`src/rtl/liu_ctrl_pkg.sv`:
```
// constants and types shared by the host port and interrupt logic
package liu_ctrl_pkg;

    // ==========================================================
    // widths and types
    localparam int ADDR_W = 6;
    localparam int DATA_W = 8;
    localparam int OFF_W  = 5;
    typedef logic [ADDR_W-1:0] addr_t;
    typedef logic [DATA_W-1:0] byte_t;
    typedef logic [OFF_W-1:0]  off_t;

    // ==========================================================
    // host port type selection
    localparam logic [1:0] MODE_HW     = 2'h0;
    localparam logic [1:0] MODE_SERIAL = 2'h1;
    localparam logic [1:0] MODE_PAR_A  = 2'h2;
    localparam logic [1:0] MODE_PAR_B  = 2'h3;

    // ==========================================================
    // global register map
    localparam addr_t ADDR_REVISION = 6'h00;
    localparam addr_t ADDR_SWRST    = 6'h01;
    localparam addr_t ADDR_GCF      = 6'h20;
    localparam addr_t ADDR_CHFLAGS  = 6'h21;
    localparam int    CHAN_BIT      = 5;

    // global_config fields
    localparam int    GCF_MON_HI   = 7;
    localparam int    GCF_MON_LO   = 6;
    localparam int    GCF_BCAST    = 3;
    localparam int    GCF_GMASK    = 2;
    localparam int    GCF_STYLE_HI = 1;
    localparam int    GCF_STYLE_LO = 0;
    localparam byte_t GCF_RESET    = 8'h00;
    localparam byte_t GCF_WMASK    = 8'hCF;

    // interrupt pin styles
    localparam logic [1:0] STYLE_PP_LOW  = 2'h1;
    localparam logic [1:0] STYLE_PP_HIGH = 2'h2;

    // ==========================================================
    // per-channel local register offsets
    localparam off_t LOC_FIRST   = 5'h02;
    localparam off_t LOC_LAST    = 5'h1B;
    localparam off_t LOC_MASK_A  = 5'h13;
    localparam off_t LOC_MASK_B  = 5'h14;
    localparam off_t LOC_EDGE    = 5'h15;
    localparam off_t LOC_STAT_A  = 5'h16;
    localparam off_t LOC_LATCH_A = 5'h18;
    localparam off_t LOC_LATCH_B = 5'h19;
    localparam byte_t MASK_RESET = 8'hFF;
    localparam byte_t EDGE_RESET = 8'h00;

    // ==========================================================
    // serial frame layout
    localparam int         SER_RW_BIT    = 0;
    localparam int         SER_ADDR_LO   = 1;
    localparam int         SER_ADDR_HI   = 6;
    localparam logic [4:0] SER_CMD_LAST  = 5'h07;
    localparam logic [4:0] SER_WORD_LAST = 5'h0F;

    typedef enum logic [3:0] {
        SER_IDLE = 4'h1,
        SER_CMD  = 4'h2,
        SER_RD   = 4'h4,
        SER_WR   = 4'h8
    } ser_phase_e;

    // ==========================================================
    // timing
    localparam int CLK_PERIOD_NS = 100;
    localparam int SWRST_MAX_NS  = 1000;
    localparam int SWRST_CYC     = SWRST_MAX_NS / CLK_PERIOD_NS;
    localparam int HWRST_MIN_NS  = 100;
    localparam int HWRST_CYC     = (HWRST_MIN_NS + CLK_PERIOD_NS - 1) / CLK_PERIOD_NS;

endpackage

```
`src/rtl/chan_irq.sv`:
```
// per-channel event latches, masks, edge selection and local register reads
`timescale 1ns/1ns
`default_nettype none

module chan_irq #(
    parameter int N_STAT = 5,
    parameter int N_EVT  = 8
) (
    input  wire logic                 clk,
    input  wire logic                 rst_n,
    input  wire logic                 swRst,
    input  wire logic [N_STAT-1:0]    statusIn,
    input  wire logic [N_EVT-1:0]     eventIn,
    input  wire logic                 wrEn,
    input  wire liu_ctrl_pkg::off_t   wrOff,
    input  wire liu_ctrl_pkg::byte_t  wrData,
    input  wire liu_ctrl_pkg::off_t   rdOff,
    input  wire logic                 clrA,
    input  wire logic                 clrB,
    output liu_ctrl_pkg::byte_t       rdData,
    output logic                      pending
);
    import liu_ctrl_pkg::*;

    if (N_STAT < 1 || N_STAT > DATA_W || N_EVT < 1 || N_EVT > DATA_W) begin : g_chk
        $error("chan_irq: event counts must fit one register");
    end

    // ==========================================================
    // state
    typedef struct packed {
        logic [N_STAT-1:0] maskA;
        logic [N_EVT-1:0]  maskB;
        logic [N_STAT-1:0] edgeSel;
        logic [N_STAT-1:0] latchA;
        logic [N_EVT-1:0]  latchB;
        logic [N_STAT-1:0] statPrev;
    } chan_s;

    localparam chan_s RESET_S = '{
        maskA:    MASK_RESET[N_STAT-1:0],
        maskB:    MASK_RESET[N_EVT-1:0],
        edgeSel:  EDGE_RESET[N_STAT-1:0],
        latchA:   '0,
        latchB:   '0,
        statPrev: '0
    };

    chan_s             s_r;
    chan_s             s_nxt;
    logic [N_STAT-1:0] setA;

    always_comb begin
        s_nxt = s_r;
        setA = '0;
        for (int k = 0; k < N_STAT; k++) begin
            setA[k] = s_r.edgeSel[k] ? (statusIn[k] ^ s_r.statPrev[k]) : (statusIn[k] & ~s_r.statPrev[k]);
        end
        s_nxt.statPrev = statusIn;
        s_nxt.latchA = (s_r.latchA & ~{N_STAT{clrA}}) | setA;
        s_nxt.latchB = (s_r.latchB & ~{N_EVT{clrB}}) | eventIn;
        if (wrEn) begin
            case (wrOff)
                LOC_MASK_A: s_nxt.maskA   = wrData[N_STAT-1:0];
                LOC_MASK_B: s_nxt.maskB   = wrData[N_EVT-1:0];
                LOC_EDGE:   s_nxt.edgeSel = wrData[N_STAT-1:0];
                default:    s_nxt.maskA   = s_r.maskA;
            endcase
        end
        if (swRst) begin
            s_nxt = RESET_S;
        end
    end

    always_ff @(posedge clk or negedge rst_n) begin
        if (!rst_n) begin
            s_r <= RESET_S;
        end else begin
            s_r <= s_nxt;
        end
    end

    // ==========================================================
    // read data and pending
    always_comb begin
        case (rdOff)
            LOC_MASK_A:  rdData = byte_t'(s_r.maskA);
            LOC_MASK_B:  rdData = byte_t'(s_r.maskB);
            LOC_EDGE:    rdData = byte_t'(s_r.edgeSel);
            LOC_STAT_A:  rdData = byte_t'(statusIn);
            LOC_LATCH_A: rdData = byte_t'(s_r.latchA);
            LOC_LATCH_B: rdData = byte_t'(s_r.latchB);
            default:     rdData = '0;
        endcase
    end

    assign pending = |(s_r.latchA & ~s_r.maskA) | |(s_r.latchB & ~s_r.maskB);

    // ==========================================================
    // checks
    edge_latch_a: assert property (@(posedge clk) disable iff (!rst_n)
        (|setA && !swRst) |=> ((s_r.latchA & $past(setA)) == $past(setA)))
        else $error("selected status edge not latched");

    read_clear_a: assert property (@(posedge clk) disable iff (!rst_n)
        (clrA && !swRst) |=> ((s_r.latchA & ~$past(setA)) == '0))
        else $error("latch read did not clear");

    event_hold_a: assert property (@(posedge clk) disable iff (!rst_n)
        (|eventIn && !swRst) ##1 (!clrB && !swRst) [*2] |-> ((s_r.latchB & $past(eventIn, 2)) == $past(eventIn, 2)))
        else $error("event latch lost without read");

endmodule

`default_nettype wire

```
`src/rtl/host_port_irq.sv`:
```
// host port (serial and parallel), global registers and interrupt pin
`timescale 1ns/1ns
`default_nettype none

// Operation
// - mode pins pick serial 01, parallel style A 10, style B 11.
// - serial access is one 16-bit word: command byte then data byte.
// - direction 1 drives read data out; 0 takes write data in.
// - style 00 or 11 makes the interrupt pin open-drain active low.
// - style 01 push-pull active low, style 10 push-pull active high.
// - global mask bit suppresses all interrupts on the pin.
// - each event has its own latch bit and own mask bit.
// - edge select bit picks which status transition sets the latch.
// - reading a channel's latch registers clears its indicator bit.
// - pin inactive only when all channels acknowledged; each indicator clears when its own channel is.
// - each channel has thirteen event sources.
// - five status-backed events; others latch and mask only, overflow/underflow split.
// - any write to reset register resets device within one microsecond.
// - reset pin low at least 100 ns resets the device.
// - after reset drivers high impedance and registers at defaults.
// - global writes affect both channels; local writes only the addressed one.
// - broadcast bit copies local writes to the other channel.
// - global map: revision 00, reset 01, config 20, indicators 21.
// - a latch bit clears when its latch register is read.
module host_port_irq #(
    parameter liu_ctrl_pkg::byte_t REVISION = 8'h5A  // arbitrary value
) (
    input  wire logic                 clk,
    input  wire logic                 rst_n,
    input  wire logic [1:0]           modeSel,
    input  wire logic                 chipSelN,
    input  wire logic                 serialClk,
    input  wire logic                 serialDataIn,
    output logic                      serialDataOut,
    output logic                      serialDataOutOeN,
    input  wire liu_ctrl_pkg::addr_t  parAddr,
    input  wire liu_ctrl_pkg::byte_t  parDataIn,
    output liu_ctrl_pkg::byte_t       parDataOut,
    output logic                      parDataOeN,
    input  wire logic                 readWriteSel,
    input  wire logic                 dataStrobeN,
    input  wire logic                 readStrobeN,
    input  wire logic                 writeStrobeN,
    input  wire logic [4:0]           ch1Status,
    input  wire logic [7:0]           ch1Events,
    input  wire logic [4:0]           ch2Status,
    input  wire logic [7:0]           ch2Events,
    output logic                      irqOut,
    output logic                      irqOeN,
    output logic [1:0]                monitorSel,
    output logic                      softResetPulse
);
    import liu_ctrl_pkg::*;

    localparam int NUM_CH     = 2;
    localparam int SwrstBound = SWRST_CYC;

    // ==========================================================
    // state
    typedef struct packed {
        ser_phase_e phase;
        logic [4:0] bitCnt;
        byte_t      cmd;
        byte_t      shiftReg;
        logic       sclkPrev;
        logic       strobePrev;
        byte_t      global_config;
        logic       sdoOut;
        logic       sdoOeN;
        byte_t      parOut;
        logic       parOeN;
        logic       irqOut;
        logic       irqOeN;
        logic       swRst;
    } port_s;

    localparam port_s RESET_S = '{
        phase:      SER_IDLE,
        bitCnt:     '0,
        cmd:        '0,
        shiftReg:   '0,
        sclkPrev:   1'b0,
        strobePrev: 1'b0,
        global_config:        GCF_RESET,
        sdoOut:     1'b0,
        sdoOeN:     1'b1,
        parOut:     '0,
        parOeN:     1'b1,
        irqOut:     1'b0,
        irqOeN:     1'b1,
        swRst:      1'b0
    };

    port_s              s_r;
    port_s              s_nxt;
    byte_t              cmdNew;
    byte_t              serDataNew;
    addr_t              rdAddr;
    byte_t              rdData;
    byte_t              chRd [NUM_CH];
    logic [NUM_CH-1:0]  pend;
    logic [NUM_CH-1:0]  locWrEn;
    logic [NUM_CH-1:0]  clrA;
    logic [NUM_CH-1:0]  clrB;
    logic               serialMode;
    logic               parMode;
    logic               serStep;
    logic               strobe;
    logic               parRead;
    logic               acc;
    logic               accRd;
    addr_t              accAddr;
    byte_t              accData;
    off_t               accOff;
    logic               isLocal;
    logic               wr;
    logic               swWrite;
    logic               irqAct;
    logic               pinIdle;

    // ==========================================================
    // port decode
    // port type from mode pins
    assign serialMode = (modeSel == MODE_SERIAL);
    assign parMode    = (modeSel == MODE_PAR_A) || (modeSel == MODE_PAR_B);
    assign serStep    = serialMode && !chipSelN && serialClk && !s_r.sclkPrev;
    assign cmdNew     = {serialDataIn, s_r.cmd[DATA_W-1:1]};
    assign serDataNew = {serialDataIn, s_r.shiftReg[DATA_W-1:1]};
    assign strobe     = !chipSelN && ((modeSel == MODE_PAR_A) ? !dataStrobeN : (!readStrobeN || !writeStrobeN));
    assign parRead    = (modeSel == MODE_PAR_A) ? readWriteSel : !readStrobeN;
    assign rdAddr     = serialMode ? cmdNew[SER_ADDR_HI:SER_ADDR_LO] : parAddr;

    // ==========================================================
    // read data
    always_comb begin
        case (rdAddr)
            ADDR_REVISION: rdData = REVISION;
            ADDR_GCF:      rdData = s_r.global_config;
            ADDR_CHFLAGS:  rdData = byte_t'(pend);
            default: begin
                if (rdAddr[OFF_W-1:0] >= LOC_FIRST && rdAddr[OFF_W-1:0] <= LOC_LAST) begin
                    rdData = chRd[rdAddr[CHAN_BIT]];
                end else begin
                    rdData = '0;
                end
            end
        endcase
    end

    // ==========================================================
    // next state
    always_comb begin
        s_nxt = s_r;
        s_nxt.swRst = 1'b0;
        acc = 1'b0;
        accRd = 1'b0;
        accAddr = s_r.cmd[SER_ADDR_HI:SER_ADDR_LO];
        accData = serDataNew;
        s_nxt.sclkPrev = serialClk;
        s_nxt.strobePrev = strobe;
        case (s_r.phase)
            SER_IDLE: begin
                s_nxt.bitCnt = '0;
                if (serialMode && !chipSelN) begin
                    s_nxt.phase = SER_CMD;
                end
            end
            SER_CMD: begin
                if (serStep) begin
                    s_nxt.cmd = cmdNew;
                    s_nxt.bitCnt = s_r.bitCnt + 5'h01;
                    if (s_r.bitCnt == SER_CMD_LAST) begin
                        if (cmdNew[SER_RW_BIT]) begin
                            acc = 1'b1;
                            accRd = 1'b1;
                            accAddr = cmdNew[SER_ADDR_HI:SER_ADDR_LO];
                            s_nxt.shiftReg = rdData;
                            s_nxt.sdoOut = rdData[0];
                            s_nxt.sdoOeN = 1'b0;
                            s_nxt.phase = SER_RD;
                        end else begin
                            s_nxt.phase = SER_WR;
                        end
                    end
                end
            end
            SER_RD: begin
                if (serStep) begin
                    s_nxt.shiftReg = {1'b0, s_r.shiftReg[DATA_W-1:1]};
                    s_nxt.sdoOut = s_r.shiftReg[1];
                end
            end
            SER_WR: begin
                if (serStep) begin
                    s_nxt.shiftReg = serDataNew;
                    s_nxt.bitCnt = s_r.bitCnt + 5'h01;
                    if (s_r.bitCnt == SER_WORD_LAST) begin
                        acc = 1'b1;
                        s_nxt.bitCnt = '0;
                        s_nxt.phase = SER_CMD;
                    end
                end
            end
            default: s_nxt.phase = SER_IDLE;
        endcase
        if (!serialMode || chipSelN) begin
            s_nxt.phase = SER_IDLE;
            s_nxt.sdoOeN = 1'b1;
        end
        // parallel access on strobe assertion
        if (parMode && strobe && !s_r.strobePrev) begin
            acc = 1'b1;
            accRd = parRead;
            accAddr = parAddr;
            accData = parDataIn;
            if (parRead) begin
                s_nxt.parOut = rdData;
            end
        end
        s_nxt.parOeN = !(parMode && strobe && parRead);
        // register decode
        accOff = accAddr[OFF_W-1:0];
        isLocal = (accOff >= LOC_FIRST) && (accOff <= LOC_LAST);
        wr = acc && !accRd;
        swWrite = wr && (accAddr == ADDR_SWRST);
        if (swWrite) begin
            s_nxt.swRst = 1'b1;
        end
        if (wr && accAddr == ADDR_GCF) begin
            s_nxt.global_config = accData & GCF_WMASK;
        end
        for (int i = 0; i < NUM_CH; i++) begin
            locWrEn[i] = wr && isLocal && ((accAddr[CHAN_BIT] == i[0]) || s_r.global_config[GCF_BCAST]);
            clrA[i] = acc && accRd && isLocal && (accAddr[CHAN_BIT] == i[0]) && (accOff == LOC_LATCH_A);
            clrB[i] = acc && accRd && isLocal && (accAddr[CHAN_BIT] == i[0]) && (accOff == LOC_LATCH_B);
        end
        irqAct = !s_r.global_config[GCF_GMASK] && (|pend);
        case (s_r.global_config[GCF_STYLE_HI:GCF_STYLE_LO])
            STYLE_PP_LOW: begin
                s_nxt.irqOut = !irqAct;
                s_nxt.irqOeN = 1'b0;
            end
            STYLE_PP_HIGH: begin
                s_nxt.irqOut = irqAct;
                s_nxt.irqOeN = 1'b0;
            end
            default: begin
                s_nxt.irqOut = 1'b0;
                s_nxt.irqOeN = !irqAct;
            end
        endcase
        if (s_r.swRst) begin
            s_nxt.global_config = GCF_RESET;
            s_nxt.irqOut = RESET_S.irqOut;
            s_nxt.irqOeN = RESET_S.irqOeN;
        end
    end

    always_ff @(posedge clk or negedge rst_n) begin
        if (!rst_n) begin
            s_r <= RESET_S;
        end else begin
            s_r <= s_nxt;
        end
    end

    // ==========================================================
    // channels
    // thirteen sources per channel
    for (genvar g = 0; g < NUM_CH; g++) begin : g_ch
        chan_irq #(
            .N_STAT (5),
            .N_EVT  (8)
        ) u_chan (
            .clk      (clk),
            .rst_n    (rst_n),
            .swRst    (s_r.swRst),
            .statusIn ((g == 0) ? ch1Status : ch2Status),
            .eventIn  ((g == 0) ? ch1Events : ch2Events),
            .wrEn     (locWrEn[g]),
            .wrOff    (accOff),
            .wrData   (accData),
            .rdOff    (rdAddr[OFF_W-1:0]),
            .clrA     (clrA[g]),
            .clrB     (clrB[g]),
            .rdData   (chRd[g]),
            .pending  (pend[g])
        );
    end

    // ==========================================================
    // outputs
    assign serialDataOut    = s_r.sdoOut;
    assign serialDataOutOeN = s_r.sdoOeN;
    assign parDataOut       = s_r.parOut;
    assign parDataOeN       = s_r.parOeN;
    assign irqOut           = s_r.irqOut;
    assign irqOeN           = s_r.irqOeN;
    assign monitorSel       = s_r.global_config[GCF_MON_HI:GCF_MON_LO];
    assign softResetPulse   = s_r.swRst;

    assign pinIdle = (s_r.global_config[GCF_STYLE_HI:GCF_STYLE_LO] == STYLE_PP_LOW)  ? (irqOut && !irqOeN) :
                     (s_r.global_config[GCF_STYLE_HI:GCF_STYLE_LO] == STYLE_PP_HIGH) ? (!irqOut && !irqOeN) : irqOeN;

    // ==========================================================
    // checks
    serial_mode_only_a: assert property (@(posedge clk) disable iff (!rst_n)
        (!serialMode) |=> serialDataOutOeN)
        else $error("serial output driven outside serial mode");

    ser_read_drive_a: assert property (@(posedge clk) disable iff (!rst_n)
        (s_r.phase == SER_CMD && serStep && s_r.bitCnt == SER_CMD_LAST && cmdNew[SER_RW_BIT])
        |=> (!serialDataOutOeN && serialDataOut == $past(rdData[0])))
        else $error("serial read data not driven");

    ser_write_commit_a: assert property (@(posedge clk) disable iff (!rst_n)
        (s_r.phase == SER_WR && serStep && s_r.bitCnt == SER_WORD_LAST
         && s_r.cmd[SER_ADDR_HI:SER_ADDR_LO] == ADDR_GCF && !s_r.swRst)
        |=> (s_r.global_config == ($past(serDataNew) & GCF_WMASK)))
        else $error("serial write not applied");

    open_drain_a: assert property (@(posedge clk) disable iff (!rst_n)
        (!s_r.global_config[GCF_STYLE_LO] && s_r.global_config[GCF_STYLE_HI:GCF_STYLE_LO] != STYLE_PP_HIGH && !s_r.swRst)
        |=> (!irqOut && irqOeN == !$past(irqAct)))
        else $error("open-drain pin misbehaves");

    push_pull_a: assert property (@(posedge clk) disable iff (!rst_n)
        (s_r.global_config[GCF_STYLE_HI:GCF_STYLE_LO] == STYLE_PP_HIGH && !s_r.swRst)
        |=> (!irqOeN && irqOut == $past(irqAct)))
        else $error("push-pull high pin misbehaves");

    global_mask_a: assert property (@(posedge clk) disable iff (!rst_n)
        (s_r.global_config[GCF_GMASK] && $stable(s_r.global_config) && !$past(s_r.swRst)) |-> pinIdle)
        else $error("masked interrupt reached pin");

    broadcast_a: assert property (@(posedge clk) disable iff (!rst_n)
        (wr && isLocal && s_r.global_config[GCF_BCAST]) |-> (locWrEn == 2'h3))
        else $error("broadcast write not copied");

    local_only_a: assert property (@(posedge clk) disable iff (!rst_n)
        (wr && isLocal && !s_r.global_config[GCF_BCAST]) |-> (locWrEn == (accAddr[CHAN_BIT] ? 2'h2 : 2'h1)))
        else $error("local write reached wrong channel");

    soft_reset_a: assert property (@(posedge clk) disable iff (!rst_n)
        swWrite |-> ##[1:SwrstBound] (s_r.global_config == GCF_RESET))
        else $error("soft reset too slow");

endmodule

`default_nettype wire

```
`config.mk`:
```
export PLATFORM = sky130hd
export DESIGN_NAME = host_port_irq
export DESIGN_NICKNAME = d
export VERILOG_FILES = /design/src/rtl/liu_ctrl_pkg.sv /design/src/rtl/chan_irq.sv /design/src/rtl/host_port_irq.sv
export SDC_FILE = /design/constraint.sdc
export NUM_CORES = 1
export LEC_CHECK = 0
export BUFFER_PORTS_ARGS = -buffer_cell sky130_fd_sc_hd__buf_2
export CAP_MARGIN = 20
export CORE_MARGIN = 8
export CORE_UTILIZATION = 25
export DETAILED_ROUTE_END_ITERATION = 7
export SYNTH_ARGS = -nofsm -noshare
export SYNTH_HDL_FRONTEND = slang
export SYNTH_HIERARCHICAL = 1
export SYNTH_SLANG_ARGS = --single-unit
export TNS_END_PERCENT = 5
```
`constraint.sdc`:
```
create_clock -name clk -period 8 [get_ports clk]
set_input_delay 0.8 -clock clk [delete_from_list [all_inputs] [get_ports clk]]
set_output_delay 0.8 -clock clk [all_outputs]
set_load 0.01 [all_outputs]
```
==> parameters.txt <==
Parameter                              Value

Synthesis
  Post-Syn Area per Cell ... 9.12 um2
  Count of flip-flops with a built-in enable after synthesis ... 0
  Unique masters post-synth ... 72
  Top cells by area, synth ... sky130_fd_sc_hd__dfrtp_1 (31%), sky130_fd_sc_hd__dfstp_2 (11%), sky130_fd_sc_hd__a21oi_1 (4.8%)
  Post-synthesis instance area ... 7130 um2
  Total of warnings raised by yosys ... 6
  Mapped Cells ... 782
  Synth area leader ... sky130_fd_sc_hd__dfrtp_1
  Most frequently used flop master after synthesis ... sky130_fd_sc_hd__dfrtp_1
  Fraction of the yosys area taken by sequential cells ... 0.416
  Mapped Nets ... 848
  Number of flip-flops and latches in the synthesized netlist ... 117
  Area share of the largest cell type after synthesis ... 0.305
  Async set or reset register ratio after synthesis ... 1.00

Floorplanning
  Width of the die ... 185 um
  Die Footprint ... 34200 um2
  Number of primary I/O pins ... 67
  Initial core utilization ... 0.251
  Chip height ... 185 um
  Number of placement rows ... 62
  Core Footprint ... 28400 um2

Clock tree
  Number of sinks driven by the clock tree ... 117
  CTS Buf Count ... 17
  Clock Tree Root ... sky130_fd_sc_hd__clkbuf_16
  CTS tree ... built
  Post-CTS Hold Buffers ... 0
  H-tree Lvls ... 4
  Max clock buf depth ... 2
  # resized after CTS ... 0
  Clock Pin Slew Worst Setup and Hold Paths ... 0.06 ns
  Post-CTS setup-driven buffer insertion count ... 0
  Clock insertion delay at the later pin of the skew report ... 0.42 ns

Cells and area
  Commonest non-fill, non-tap cell in the layout ... sky130_fd_sc_hd__dfrtp_1
  Share of layout cells above drive strength 1 ... 0.215
  Final instance area ... 8330 um2
  Top library cells by usage in the layout, fill and taps aside ... sky130_fd_sc_hd__dfrtp_1 (86), sky130_fd_sc_hd__nand2_1 (69), sky130_fd_sc_hd__a21oi_1 (69), sky130_fd_sc_hd__nor2_1 (66), sky130_fd_sc_hd__buf_2 (65)
  Area grow syn2layout ... 16.8%
  Layout net count ... 890
  Antenna diodes ... 0

Worst setup path
  Length in cells of the worst reg-to-reg path ... 8
  Startpoint kind of the worst setup timing path ... flip-flop
  Data arrival time of the worst path ... 4.92 ns
  Worst setup path category ... flip-flop to flip-flop
  Max FO, Critical Path ... 16
  Data required time of the worst path ... 8.34 ns
  Reg-to-reg startpoint ... s_r[47]
  Worst Setup End Kind ... flip-flop
  Register-to-register setup slack ... 3.42 ns
  End of the worst register-to-register path ... g_ch[0].u_chan/s_r[29]

Flow run
  Max Cap Viol ... 0

STA
  Setup-failing EPs final ... 0
  Setup tns final ... 0 ns
  Crit share post-route ... 0.572
  Final hold violation count ... 0
  Highest achievable clock rate ... 218 MHz
  RSZ-0062 raised after global routing ... false
  Max Slew Vio Count ... 0
  Tightest Pin Transition ... 1.05 ns
  Clock tree skew after final layout ... 0.00931 ns
  Worst slew slack as a fraction of its limit ... 0.288
  Min Clock Period, post-route ... 4.58 ns

Drt
  Routed wire length on met2 ... 9.64 mm
  DRC marker count from the first detailed-route iteration ... 636
  Post-detailed-route DRC marker count ... 0
  Drt pass-1 iters ... 6
  Met1 WL ... 9.72 mm
  Final antenna-violating net count ... 0
  Wire length on met3 ... 1.40 mm
  Post-Route WL ... 21.2 mm
  Total via count in the routed design ... 6084
  Number of vias per cell ... 4.98
  DR top layer ... met4
  Average wire length per cell after detail routing ... 17.4 um

Global route
  Total congestion overflow ... 0
  Maximum number of pins on one net before global-route repair ... 69
  Initial antenna violation count ... 0
  All-Layer GR Usage ... 0.126
  Via count of the first global-routing pass ... 5963
  Wire length of the first global-routing pass ... 33.6 mm

Pwr
  Leak Pwr ... 0.00371 uW
  Worst vdd rail ir drop ... 129 uV
  Pwr per Cell Area ... 208 nW/um2

Place
  Post-detailed-placement half-perimeter wirelength ... 15.6 mm
  Total placed instance area ... 7680 um2
  Placer congestion estimate ... 0.866
  Port-buffer cells ... 66

Outcome
  Status ... completed

Min path
  Startpoint of the worst hold path ... serialDataOutOeN
  Hold-critical path depth ... 2
  Hold worst-path end ... serialDataOutOeN
  Hold WC Path Type ... flip-flop to flip-flop
[worst max-delay path by stage]
stage	startpoint	end	cells past startpoint
final	s_r[47]	g_ch[0].u_chan/s_r[29]	8
after global routing	s_r[47]	g_ch[1].u_chan/s_r[25]	8
after CTS	s_r[47]	g_ch[0].u_chan/s_r[29]	10
after detailed placement	modeSel[1]	g_ch[0].u_chan/s_r[29]	11
after global placement	modeSel[1]	g_ch[0].u_chan/s_r[25]	11
after floorplan	modeSel[1]	g_ch[0].u_chan/s_r[25]	13
[metal layers]
metal  vias up  global-route usage
met4         0              0.0448
met1      2938               0.168
met3        26              0.0294
met5         -                   0
li1       2912                   -
met2       208               0.197
[sequential cells by signal, indices dropped and copies added (netlist names)]
name / flops
irqOeN: 1
parDataOut: 8
g_ch.u_chan/s_r: 72
softResetPulse: 1
cmdNew: 7
serialDataOutOeN: 1
monitorSel: 2
serialDataOut: 1
irqOut: 1
s_r: 22
parDataOeN: 1
[report_power, final]
| group | internal [uW] | switching [uW] |
|---|---|---|
| combinational | 84.3 | 129 |
| sequential | 651 | 32.2 |
| clock | 546 | 290 |
| total | 1280 | 452 |
[worst max-delay path, cell delays in order, from the launching register on]
cell and delay (ns):
sky130_fd_sc_hd__dfrtp_1 0.47, sky130_fd_sc_hd__nor4b_1 0.93, sky130_fd_sc_hd__nand3_2 0.44, sky130_fd_sc_hd__o311a_1 0.45
sky130_fd_sc_hd__nor2_1 0.60, sky130_fd_sc_hd__inv_1 0.35, sky130_fd_sc_hd__nor4b_4 0.87, sky130_fd_sc_hd__nor2_1 0.10
sky130_fd_sc_hd__a211o_1 0.29
[synth_stat cells (7+ instances only)]
| cell type | count |
|---|---|
| sky130_fd_sc_hd__nand2_1 | 69 |
| sky130_fd_sc_hd__nand3_1 | 7 |
| sky130_fd_sc_hd__o21ai_0 | 37 |
| sky130_fd_sc_hd__a21oi_1 | 69 |
| sky130_fd_sc_hd__o211ai_1 | 7 |
| sky130_fd_sc_hd__buf_2 | 7 |
| sky130_fd_sc_hd__nor2b_1 | 31 |
| sky130_fd_sc_hd__a21oi_2 | 9 |
| sky130_fd_sc_hd__dfstp_2 | 30 |
| sky130_fd_sc_hd__inv_1 | 54 |
| sky130_fd_sc_hd__clkbuf_1 | 22 |
| sky130_fd_sc_hd__nand2b_1 | 14 |
| sky130_fd_sc_hd__a211o_1 | 14 |
| sky130_fd_sc_hd__mux2_2 | 16 |
| sky130_fd_sc_hd__nand3b_1 | 7 |
| sky130_fd_sc_hd__mux2i_1 | 16 |
| sky130_fd_sc_hd__a31oi_1 | 15 |
| sky130_fd_sc_hd__ha_1 | 15 |
| sky130_fd_sc_hd__buf_4 | 11 |
| sky130_fd_sc_hd__nor3_1 | 28 |
| sky130_fd_sc_hd__a221o_1 | 10 |
| sky130_fd_sc_hd__dfrtp_1 | 87 |
| sky130_fd_sc_hd__o22ai_1 | 25 |
| sky130_fd_sc_hd__nor2_1 | 66 |
| sky130_fd_sc_hd__a22oi_1 | 12 |
[cell type report]
class,count,area [um2]
fill,3044,20100
multi-input combinational,560,3640
sequential,117,2970
tap,384,480
clock buffer,20,467
timing repair buffer,74,393
inverter,54,203
clock inverter,12,175
[metrics by stage]
stage	hold slack (ns)	setup WS, ns	utilization	power (uW)	instances
after floorplan	0.451	3.83	-	831	782
after global placement	0.457	3.35	0.270	903	1188
after detailed placement	0.458	3.27	0.270	907	1188
after CTS	0.468	3.43	0.293	1750	1220
after global routing	0.507	3.08	0.293	1810	1221
final	0.464	3.42	0.293	1730	1221
[kinds of logic after synthesis]
family / share of synthesized area
compound gates: 0.217
xor+xnor: 0.00246
fa+ha+maj: 0.0263
buf+inv: 0.0728
flops: 0.416
mux: 0.0477
simple gates: 0.218
No activity file was read; power rests on OpenSTA's default activity.
